<file path="config.mk">
export PLATFORM = sky130hd
export DESIGN_NAME = adram_ctrl
export DESIGN_NICKNAME = d
export VERILOG_FILES = /design/src/design/adram_ctrl.v
export VERILOG_INCLUDE_DIRS = /design/src /design/src/include
export SDC_FILE = /design/constraint.sdc
export NUM_CORES = 1
export LEC_CHECK = 0
export ABC_AREA = 1
export BUFFER_PORTS_ARGS = -buffer_cell sky130_fd_sc_hd__buf_2
export CORE_ASPECT_RATIO = 1.2
export CORE_MARGIN = 1.5
export CORE_UTILIZATION = 60
export DETAILED_ROUTE_END_ITERATION = 12
export GPL_ROUTABILITY_DRIVEN = 0
export GPL_TIMING_DRIVEN = 0
export PLACE_DENSITY_LB_ADDON = 0.15
export SLEW_MARGIN = 20
export SYNTH_ARGS = -nofsm -noshare
export SYNTH_HDL_FRONTEND = slang
export SYNTH_SLANG_ARGS = --single-unit
</file>
<file path="constraint.sdc">
create_clock -name i_ref_clk -period 2.2 [get_ports i_ref_clk]
set_input_delay 0.11 -clock i_ref_clk [delete_from_list [all_inputs] [get_ports i_ref_clk]]
set_output_delay 0.11 -clock i_ref_clk [all_outputs]
set_load 0.02 [all_outputs]
</file>
<file path="src/include/adram_consts.vh">
`ifndef ADRAM_CONSTS_VH
`define ADRAM_CONSTS_VH
// Clock period in picoseconds (50 MHz).
`define ADRAM_CLK_PS        20000
// Timing figures in nanoseconds for the fastest grade.
`define ADRAM_CYCLE_NS      140
`define ADRAM_T_RP_NS       60
`define ADRAM_ROW_COL_NS    20
`define ADRAM_ROW_HOLD_NS   10
`define ADRAM_T_CAS_NS      43
`define ADRAM_T_WP_NS       15
`define ADRAM_T_CSR_NS      10
// Power-up pause in microseconds and refresh period in milliseconds.
`define ADRAM_T_PAUSE_US    200
`define ADRAM_REFRESH_MS    64
`define ADRAM_REF_ROWS      512
`define ADRAM_INIT_CYCLES   8
// Address split widths and timer width.
`define ADRAM_ROW_W         10
`define ADRAM_COL_W         10
`define ADRAM_ADDR_W        20
`define ADRAM_TMR_W         24
`endif

</file>
<file path="src/design/adram_ctrl.v">
`timescale 1ns/1ps
`include "adram_consts.vh"
// Overview of operation
// - Present row, drop row strobe, then present column, drop column strobe.
// - Row and column addresses are stable before their strobe falls.
// - Early write: write strobe falls before column strobe, it captures.
// - Issue 512 refresh cycles covering all rows within every 64 ms.
// - Shared data wire is legal only when writes are all early.
// - Random cycles start no more often than once per 140 ns.
// - After power-up pause 200 us, then eight refresh cycles.
module adram_ctrl #(
    parameter PAUSE_CYC = (`ADRAM_T_PAUSE_US * 1000000) / `ADRAM_CLK_PS,
    parameter REF_CYC   = ((`ADRAM_REFRESH_MS * 1000000) / `ADRAM_REF_ROWS)
                          / (`ADRAM_CLK_PS / 1000)
) (
    input  wire                     i_ref_clk,
    input  wire                     i_resetn,
    input  wire                     i_req_valid,
    input  wire                     i_req_write,
    input  wire [`ADRAM_ADDR_W-1:0] i_req_addr,
    input  wire                     i_req_wdata,
    output wire                     o_req_ready,
    output reg                      o_rsp_valid,
    output reg                      o_rsp_rdata,
    output reg                      o_init_done,
    output reg  [`ADRAM_ROW_W-1:0]  o_multiplexed_address,
    output reg                      o_row_strobe_n,
    output reg                      o_col_strobe_n,
    output reg                      o_write_strobe_n,
    output reg                      o_dram_din,
    input  wire                     i_dram_dout
);
    // Cycle counts; minimums round up, none below one.
    // The column strobe stays low one cycle past the column access time so
    // the sampled bit has settled, at the cost of 20 ns per access.
    localparam CLK_NS    = `ADRAM_CLK_PS / 1000;
    localparam ROW_COL_C = (`ADRAM_ROW_COL_NS + CLK_NS - 1) / CLK_NS;
    localparam CAS_C     = (`ADRAM_T_CAS_NS + CLK_NS - 1) / CLK_NS + 1;
    localparam RP_C      = (`ADRAM_T_RP_NS + CLK_NS - 1) / CLK_NS;
    localparam CYCLE_C   = (`ADRAM_CYCLE_NS + CLK_NS - 1) / CLK_NS;
    localparam RAS_C     = CYCLE_C - RP_C;
    localparam CSR_C     = (`ADRAM_T_CSR_NS + CLK_NS - 1) / CLK_NS;

    // Sequencer states. Pause, refresh and access share one timer, so
    // only one of them can be in progress at any time.
    localparam [3:0] S_PAUSE = 4'h0;
    localparam [3:0] S_IDLE  = 4'h1;
    localparam [3:0] S_ROW   = 4'h2;
    localparam [3:0] S_COL   = 4'h3;
    localparam [3:0] S_CAS   = 4'h4;
    localparam [3:0] S_RASH  = 4'h5;
    localparam [3:0] S_PRE   = 4'h6;
    localparam [3:0] S_CBR   = 4'h7;
    localparam [3:0] S_CBRR  = 4'h8;

    // Sequencer state and its countdown timer; zero ends the wait.
    reg [3:0]              state_q;
    reg [`ADRAM_TMR_W-1:0] tmr_q;
    // Refresh interval counter and the flag that says one is owed.
    reg [`ADRAM_TMR_W-1:0] ref_tmr_q;
    reg                    ref_pend_q;
    // Init progress: one as the pause starts, plus one per refresh, up to 9.
    reg [3:0]              init_cnt_q;
    // Access kept for the column phase: direction and column half.
    reg                    wr_q;
    reg [`ADRAM_COL_W-1:0] col_q;
    wire tmr_done = (tmr_q == {`ADRAM_TMR_W{1'b0}});

    // Requests are only taken between cycles with no refresh owed, and
    // never before initialisation is complete. Gating on the init flag
    // keeps ready low in the idle cycle between two init refreshes, where
    // the sequencer would start a refresh and drop the request.
    assign o_req_ready = (state_q == S_IDLE) && !ref_pend_q && tmr_done
                         && o_init_done;

    // Refresh interval timer; the owed flag wins over its own clear.
    // The counter free-runs from reset, so refresh keeps its pace even
    // while accesses are waiting; a late refresh only delays ready.
    always @(posedge i_ref_clk or negedge i_resetn) begin
        if (!i_resetn) begin
            ref_tmr_q  <= {`ADRAM_TMR_W{1'b0}};
            ref_pend_q <= 1'b0;
        end else begin
            if (ref_tmr_q == REF_CYC[`ADRAM_TMR_W-1:0] - 1'b1) begin
                ref_tmr_q  <= {`ADRAM_TMR_W{1'b0}};
                ref_pend_q <= 1'b1;
            end else begin
                ref_tmr_q <= ref_tmr_q + 1'b1;
                if (state_q == S_CBR)
                    ref_pend_q <= 1'b0;
            end
        end
    end

    // Main sequencer. Column-before-row refresh is used throughout, so the
    // device counter walks the rows and no refresh address is kept here.
    always @(posedge i_ref_clk or negedge i_resetn) begin
        if (!i_resetn) begin
            state_q               <= S_PAUSE;
            tmr_q                 <= {`ADRAM_TMR_W{1'b0}};
            init_cnt_q            <= 4'h0;
            wr_q                  <= 1'b0;
            col_q                 <= {`ADRAM_COL_W{1'b0}};
            o_rsp_valid           <= 1'b0;
            o_rsp_rdata           <= 1'b0;
            o_init_done           <= 1'b0;
            o_multiplexed_address <= {`ADRAM_ROW_W{1'b0}};
            o_row_strobe_n        <= 1'b1;
            o_col_strobe_n        <= 1'b1;
            o_write_strobe_n      <= 1'b1;
            o_dram_din            <= 1'b0;
        end else begin
            o_rsp_valid <= 1'b0;
            if (!tmr_done)
                tmr_q <= tmr_q - 1'b1;
            case (state_q)
                S_PAUSE: begin
                    // Both strobes held high through the pause.
                    if (tmr_q == {`ADRAM_TMR_W{1'b0}} && init_cnt_q == 4'h0)
                    begin
                        tmr_q      <= PAUSE_CYC[`ADRAM_TMR_W-1:0];
                        init_cnt_q <= 4'h1;
                    end else if (tmr_done) begin
                        state_q <= S_CBR;
                    end
                end
                S_IDLE: begin
                    // Refresh and initialisation win over a waiting request.
                    if (tmr_done && (ref_pend_q ||
                        init_cnt_q < `ADRAM_INIT_CYCLES + 1)) begin
                        state_q <= S_CBR;
                    end else if (o_req_ready && i_req_valid) begin
                        // Row half first, column half kept.
                        o_multiplexed_address <=
                            i_req_addr[`ADRAM_ADDR_W-1:`ADRAM_COL_W];
                        col_q      <= i_req_addr[`ADRAM_COL_W-1:0];
                        wr_q       <= i_req_write;
                        o_dram_din <= i_req_wdata;
                        state_q    <= S_ROW;
                    end
                end
                S_ROW: begin
                    // Address stood one cycle before the strobe falls.
                    o_row_strobe_n <= 1'b0;
                    // The row stays on the pins one more cycle, past its
                    // hold interval, before the column replaces it.
                    tmr_q          <= ROW_COL_C[`ADRAM_TMR_W-1:0];
                    state_q        <= S_COL;
                end
                S_COL: begin
                    // Column presented after the row hold interval.
                    o_multiplexed_address <= col_q;
                    // Write strobe falls ahead of column: early write, so
                    // delayed writes never occur.
                    o_write_strobe_n <= !wr_q;
                    if (tmr_done) begin
                        state_q <= S_CAS;
                    end
                end
                S_CAS: begin
                    o_col_strobe_n <= 1'b0;
                    tmr_q          <= CAS_C[`ADRAM_TMR_W-1:0];
                    state_q        <= S_RASH;
                end
                S_RASH: begin
                    if (tmr_done) begin
                        // Sample read data after column access time. The
                        // strobes rise on this same edge, so the device
                        // lets go of its output only after the sample.
                        o_rsp_rdata      <= i_dram_dout;
                        o_rsp_valid      <= 1'b1;
                        o_row_strobe_n   <= 1'b1;
                        o_col_strobe_n   <= 1'b1;
                        o_write_strobe_n <= 1'b1;
                        tmr_q            <= RP_C[`ADRAM_TMR_W-1:0];
                        state_q          <= S_PRE;
                    end
                end
                S_PRE: begin
                    // Precharge plus one idle cycle keeps spacing.
                    if (tmr_done)
                        state_q <= S_IDLE;
                end
                S_CBR: begin
                    // Column strobe low ahead of row strobe.
                    o_col_strobe_n <= 1'b0;
                    tmr_q          <= CSR_C[`ADRAM_TMR_W-1:0];
                    state_q        <= S_CBRR;
                end
                S_CBRR: begin
                    if (tmr_done && o_row_strobe_n) begin
                        o_row_strobe_n <= 1'b0;
                        tmr_q          <= RAS_C[`ADRAM_TMR_W-1:0];
                    end else if (tmr_done) begin
                        o_row_strobe_n <= 1'b1;
                        o_col_strobe_n <= 1'b1;
                        tmr_q          <= RP_C[`ADRAM_TMR_W-1:0];
                        if (init_cnt_q < `ADRAM_INIT_CYCLES + 1)
                            init_cnt_q <= init_cnt_q + 1'b1;
                        // The eighth refresh since reset ends initialisation.
                        if (init_cnt_q >= `ADRAM_INIT_CYCLES)
                            o_init_done <= 1'b1;
                        state_q <= S_PRE;
                    end
                end
                default: begin
                    state_q <= S_IDLE;
                end
            endcase
        end
    end
endmodule // adram_ctrl

</file>
# After elaboration in Yosys (flattened, before gate mapping)
# Index checks and enable logic that the tools add are counted.
totals:
  elab_cells: 107
  register_bits: 85
  in_bits: 26
  output_inout_bits: 18
classes:
  n_eq_ne: 21
  order_cmp: 2
  mux: 35
  addsub: 3
  bitwise_logic: 2
  n_reduce_logical: 29
op_table:
  columns: ["operator", "n"]
  rows:
  - ["24-bit two-way mux", 5]
  - ["24-bit one-hot mux with 5 select lines", 1]
  - ["4-bit two-way mux", 12]
  - ["4-bit one-hot mux with 9 select lines", 1]
  - ["24-bit by 1-bit adder with 24-bit output (second input constant)", 1]
  - ["24-bit by 13-bit == test with 1-bit output (second input constant)", 1]
  - ["24-bit zero test", 1]
  - ["24-bit by 1-bit subtractor with 24-bit output (second input constant)", 1]
  - ["10-bit two-way mux", 2]
  - ["2-bit inequality test (second input constant)", 10]
  - ["10-bit one-hot mux with 2 select lines", 1]
  - ["4-bit by 3-bit == test with 1-bit output (second input constant)", 4]
  - ["1-bit two-way mux", 9]
  - ["4-bit by 2-bit == test with 1-bit output (second input constant)", 2]
  - ["4-bit zero test", 2]
  - ["4-bit one-hot mux with 2 select lines", 1]
  - ["2-bit nonzero test", 4]
  - ["1-bit logical AND", 7]
  - ["1-bit one-hot mux with 3 select lines", 2]
  - ["2-bit AND reduction", 3]
  - ["3-bit AND reduction", 2]
  - ["6-bit AND reduction", 1]
  - ["3-bit nonzero test", 2]
  - ["5-bit AND reduction", 1]
  - ["13 further kinds", 16]

# Longest topological paths before layout
logic_depth:
  depth_word: 8
  depth_mapped: 13
  mapped_depth_nobuf: 13

# Worst setup path after synthesis
# No wires, ideal clock.
synth_timing:
  path_type: "register -> register"
  start: "register tmr_q[0]"
  end: "register tmr_q[16]"
  n_path_buf: 1
  period_less_slack_ns: 1.959
  t_arrival_ns: 1.844
  setup_time_ns: 0.115
  required_ns: 2.085
  path_slack_ns: 0.241
  stages_incl_launch_ff: 14
  cell_sequence: "dfrtp_1 > inv_1 > ha_1 > nand2_1 > nor2_1 > nand3_4 > inv_1 > ha_1 > nand2_1 > nand3_2 > nand3_4 > buf_6 > nand3b_2 > inv_1"
synth_between:
  elab_chain_cells: 5
  word_cells_on_any_way: 9
  classes_between: "1 x add/sub; 5 x mux; 3 x reduce/logical"
synth_lines:
  columns: ["element", "line", "rtl"]
  rows:
  - ["from (decl)", "adram_ctrl.v:58", "reg [`ADRAM_TMR_W-1:0] tmr_q;"]
  - ["from (signal assigned)", "adram_ctrl.v:100", "tmr_q <= {`ADRAM_TMR_W{1'b0}};"]
  - ["from (signal assigned)", "adram_ctrl.v:115", "tmr_q <= tmr_q - 1'b1;"]
  - ["from (signal assigned)", "adram_ctrl.v:121", "tmr_q <= PAUSE_CYC[`ADRAM_TMR_W-1:0];"]
  - ["24-bit by 1-bit subtractor with 24-bit output / 24-bit zero test (equally long branches)", "adram_ctrl.v:115, adram_ctrl.v:67, adram_ctrl.v:119", null]
  - ["24-bit two-way mux", "adram_ctrl.v:114", "if (!tmr_done)"]
  - ["24-bit two-way mux", "adram_ctrl.v:166, adram_ctrl.v:194", null]
  - ["24-bit two-way mux", "adram_ctrl.v:191", "if (tmr_done && o_row_strobe_n) begin"]
  - ["24-bit one-hot mux with 5 select lines *", "adram_ctrl.v:116", "case (state_q)"]
# Every way passes the cells marked *; elsewhere a longest branch is shown, timed or not.
# A chain may end at the register's enable or synchronous reset.

# Worst setup path after layout
layout_timing:
  start: "register tmr_q[0]"
  end: "register tmr_q[7]"
# Same word-level chain as after synthesis.

==> results by group <==
Synth
  – Mapped Cells: between 600 and 700
  – Yosys top cell area share: 40.80%
  – Synth Net Count: between 600 and 700
  – Area leader, netlist: dfrtp_1
  – Seq cells post-synth: between 80 and 90
  – Syn avg cell area: roughly 7.7 µm²
  – Distinct cell type count after synthesis: 39
  – Yosys warnings: 0
  – Top cells by area, synth: dfrtp_1, nand2_1, inv_1, nand3_1, nor2_1
  – Sequential share of the synthesized area: between 40% and 50%
  – Cell area after synthesis: a little over 5000 µm²

Worst hold path
  – Worst Hold Launch: i_req_addr[10]
  – Sink of the worst hold path: o_multiplexed_address[0]
  – Worst Hold Path Cells: 5
  – HP Class: in -> reg

Final layout
  – Post-route cell area: 5777 µm²
  – Layout Utilization: a little under three quarters
  – # diodes: 0
  – # nets final: 759
  – Share of cells above drive strength 1: between 20% and 30%
  – P&R area growth vs syn: 14.85%
  – Post-Layout Cell Count: between 800 and 900

Global routing
  – Number of global-route vias before repair: around 4500
  – Total Routing Usage GR: between 20% and 30%
  – Initial antenna violation count: 0
  – Largest net degree at the start of global routing: 45
  – Grt ovf: 0
  – First-pass GRT wire length: about 19000 µm

Detailed routing
  – DR WL/cell: between 10 and 15 µm
  – DRC: 0
  – 1st-iter DRT viols: around 200
  – Total Wirelength: around 11000 µm
  – Via-per-instance ratio: 5.380
  – Via count: around 4400
  – TritonRoute pass-1 iters: 4
  – DRT antenna net count: 0

Die
  – Core area: between 8000 and 9000 µm²
  – Die area: between 8000 and 9000 µm²
  – IO Pins: 44
  – Die W: 86.58 µm
  – Initial Utilization: 62.04%
  – Die Y: around 100 µm
  – Cell row count: 36

Placed design
  – Placed Instances: just under 800
  – Instance area after placement: 5386 µm²
  – Post-DP HPWL: between 7000 and 8000 µm
  – IO Port Bufs: between 40 and 50
  – Pre-CTS setup slack: -0.07094 ns

Pwr
  – VDD IR max: 0.4899 mV
  – Reg power frac: between 50% and 60%
  – Cell Pwr Density: between 400 and 500 nW/µm²
  – Power Internal: ~0.0022 W
  – Clock power frac: between 40% and 50%
  – Psw: 0.0006283 W
  – Switching Share: between 20% and 30%
  – Comb power frac: around 3.2%
  – Lkg Pwr: between 3 and 4 nW

STA
  – Pins over their slew limit: 0
  – Setup Viol. Count Final: 0
  – Tmin final: roughly 2.0 ns
  – Worst Clk Skew: around 0.01 ns
  – Setup slack after layout: roughly 0.15 ns
  – Tcrit/Tclk final: roughly 93%
  – Final hold vios: 0
  – RSZ-0062 raised after global routing: no
  – Highest Clock Rate: between 400 and 500 MHz
  – Slew @ Worst Pin: 0.7040 ns
  – Slew HR: a little over half

Clock tree
  – Inserted Clock Buffers: 9
  – Deepest clock path buffer count: 2
  – Sink Count: 85
  – Root Buffer: clkbuf_8
  – CTS tree: done
  – Clock latency on the worst-skew pair: around 0.35 ns
  – Clock-pin slew on the worst setup and hold paths: around 0.09 ns
  – Number of H-tree levels: 3

Setup path
  – WP data required: 2.45 ns
  – Setup slack, reg-to-reg: around 0.15 ns
  – Worst EP arrival: 2.30 ns
  – Reg-to-Reg Start: tmr_q[0]
  – Setup crit end kind: flop
  – R2r worst-path depth: 13
  – CP max FO: 10
  – Reg2Reg Capture Point: tmr_q[7]
  – Worst Setup Start Kind: flop
  – Crit path kind: reg -> reg

Job
  – Max-cap check violation count: 0

Outcome
  – Status: finished clean
==> flip-flops by register name, summed over array words and instances (netlist names) <==
name,flops
col_q,10
init_cnt_q,4
o_col_strobe_n,1
o_dram_din,1
o_init_done,1
o_multiplexed_address,10
o_row_strobe_n,1
o_rsp_rdata,1
o_rsp_valid,1
o_write_strobe_n,1
ref_pend_q,1
ref_tmr_q,24
state_q,4
tmr_q,24
wr_q,1
==> cell families after synthesis <==
group	Yosys count	synth area share [%]
AO/OA/AOI/OAI	44	5.821
XOR/XNOR	26	4.527
AND/OR/NAND/NOR	379	35.92
flip-flops	85	42.36
adder cells (fa/ha/maj)	10	2.488
multiplexers	1	0.2239
buffers and inverters	106	8.657
==> power by group through the flow <==
stage / registers [W] / clock network (W) / logic (W)
after floorplan: 0.00159 / 0 / 0.0000136
after global placement: 0.00159 / 0 / 0.0000680
after detailed placement: 0.00159 / 0 / 0.0000744
after CTS: 0.00156 / 0.00123 / 0.0000933
after global routing: 0.00156 / 0.00128 / 0.000105
final: 0.00156 / 0.00120 / 0.0000917
==> cells in the mapped netlist (all sizes together) <==
cell type / count
xor2: 16
nand3: 59
o211ai: 2
dfstp: 3
xnor2: 10
o21bai: 3
nor4: 10
o2111ai: 1
ha: 10
a31o: 1
a21oi: 7
clkbuf: 1
and3: 1
mux2: 1
dfrtp: 82
nor2: 87
a21o: 1
o21ai: 25
or2: 3
nand4: 15
nand2: 188
inv: 97
nor3: 12
a31oi: 4
nand3b: 4
buf: 8
==> cell usage in the layout (no fill, tap or decap), types with 2 or more instances in the layout <==
master,instances
nor2_1,64
o211ai_1,2
nand3_1,50
nand3_4,4
dfstp_2,3
nor3_1,10
nand4_1,15
nor3_2,2
a31oi_1,4
nor2_4,2
xnor2_1,10
clkinvlp_4,2
o21ai_2,12
o21ai_0,12
inv_1,91
nor2_2,20
nand2_2,16
buf_2,45
inv_2,6
buf_4,5
nor4_1,10
clkbuf_8,12
dfrtp_1,82
nand3b_1,3
ha_1,9
buf_6,3
nand2_1,172
nand3_2,5
xor2_1,16
or2_2,3
a21oi_1,7
o21bai_1,3
dlygate4sd3_1,14
==> critical path, cell delays in order (launching register included) <==
cell and delay [ns]:
dfrtp_1 0.42, inv_2 0.10, ha_2 0.20, nand2_1 0.07
nor2_2 0.15, nand3_4 0.09, inv_1 0.09, ha_1 0.18
nand2_1 0.07, nand3_2 0.12, nand3_4 0.14, buf_8 0.19
nand3_1 0.08, inv_1 0.04
==> worst max-delay path by stage <==
stage                          from  cells after the start        end  slack (ns)
after floorplan            tmr_q[0]                     13  tmr_q[16]        0.24
after global placement     tmr_q[0]                     13  tmr_q[16]      -0.008
after detailed placement   tmr_q[0]                     13   tmr_q[7]       -0.07
after CTS                  tmr_q[0]                     13   tmr_q[7]        0.09
after global routing      tmr_q[14]                     12   tmr_q[7]        0.01
final                      tmr_q[0]                     13   tmr_q[7]        0.15
==> layer usage <==
metal,global-route usage (%),vias up,part of all wire (%)
li1,-,2197,-
met1,31.26,2079,42
met2,47.78,122,51
met3,5.000,30,3.9
met4,14.14,0,2.7
met5,0,-,0
==> per-stage QoR <==
stage,hold WS [ns],setup TNS [ns],total power [W]
floorplan,-0.1856,0,0.001606
global placement,0.3435,-0.01482,0.001660
detailed placement,0.1366,-0.4461,0.001666
CTS,0.06012,0,0.002884
global route,0.08279,0,0.002950
finish,0.08718,0,0.002853
==> repair_timing <==
action                     4_1_cts  5_1_grt
setup endpoints to repair       10       11
pin swaps                        0        1
gates resized for setup          1        3
hold buffers                    14        0
setup buffers                    3        0
gates cloned                     0        0
hold endpoints to repair        52        0
==> cell type report <==
type                    count  area, µm²
multi-input cells         460       2469
fillers                   647       2331
flip-flops and latches     85       2131
repair buffers             61      400.4
inverters                  97      364.1
clock buffers              12      165.2
well taps                  95      118.9
plain buffers               9      75.07
clock inverters             4      53.80
No activity file was read; power rests on OpenSTA's default activity.
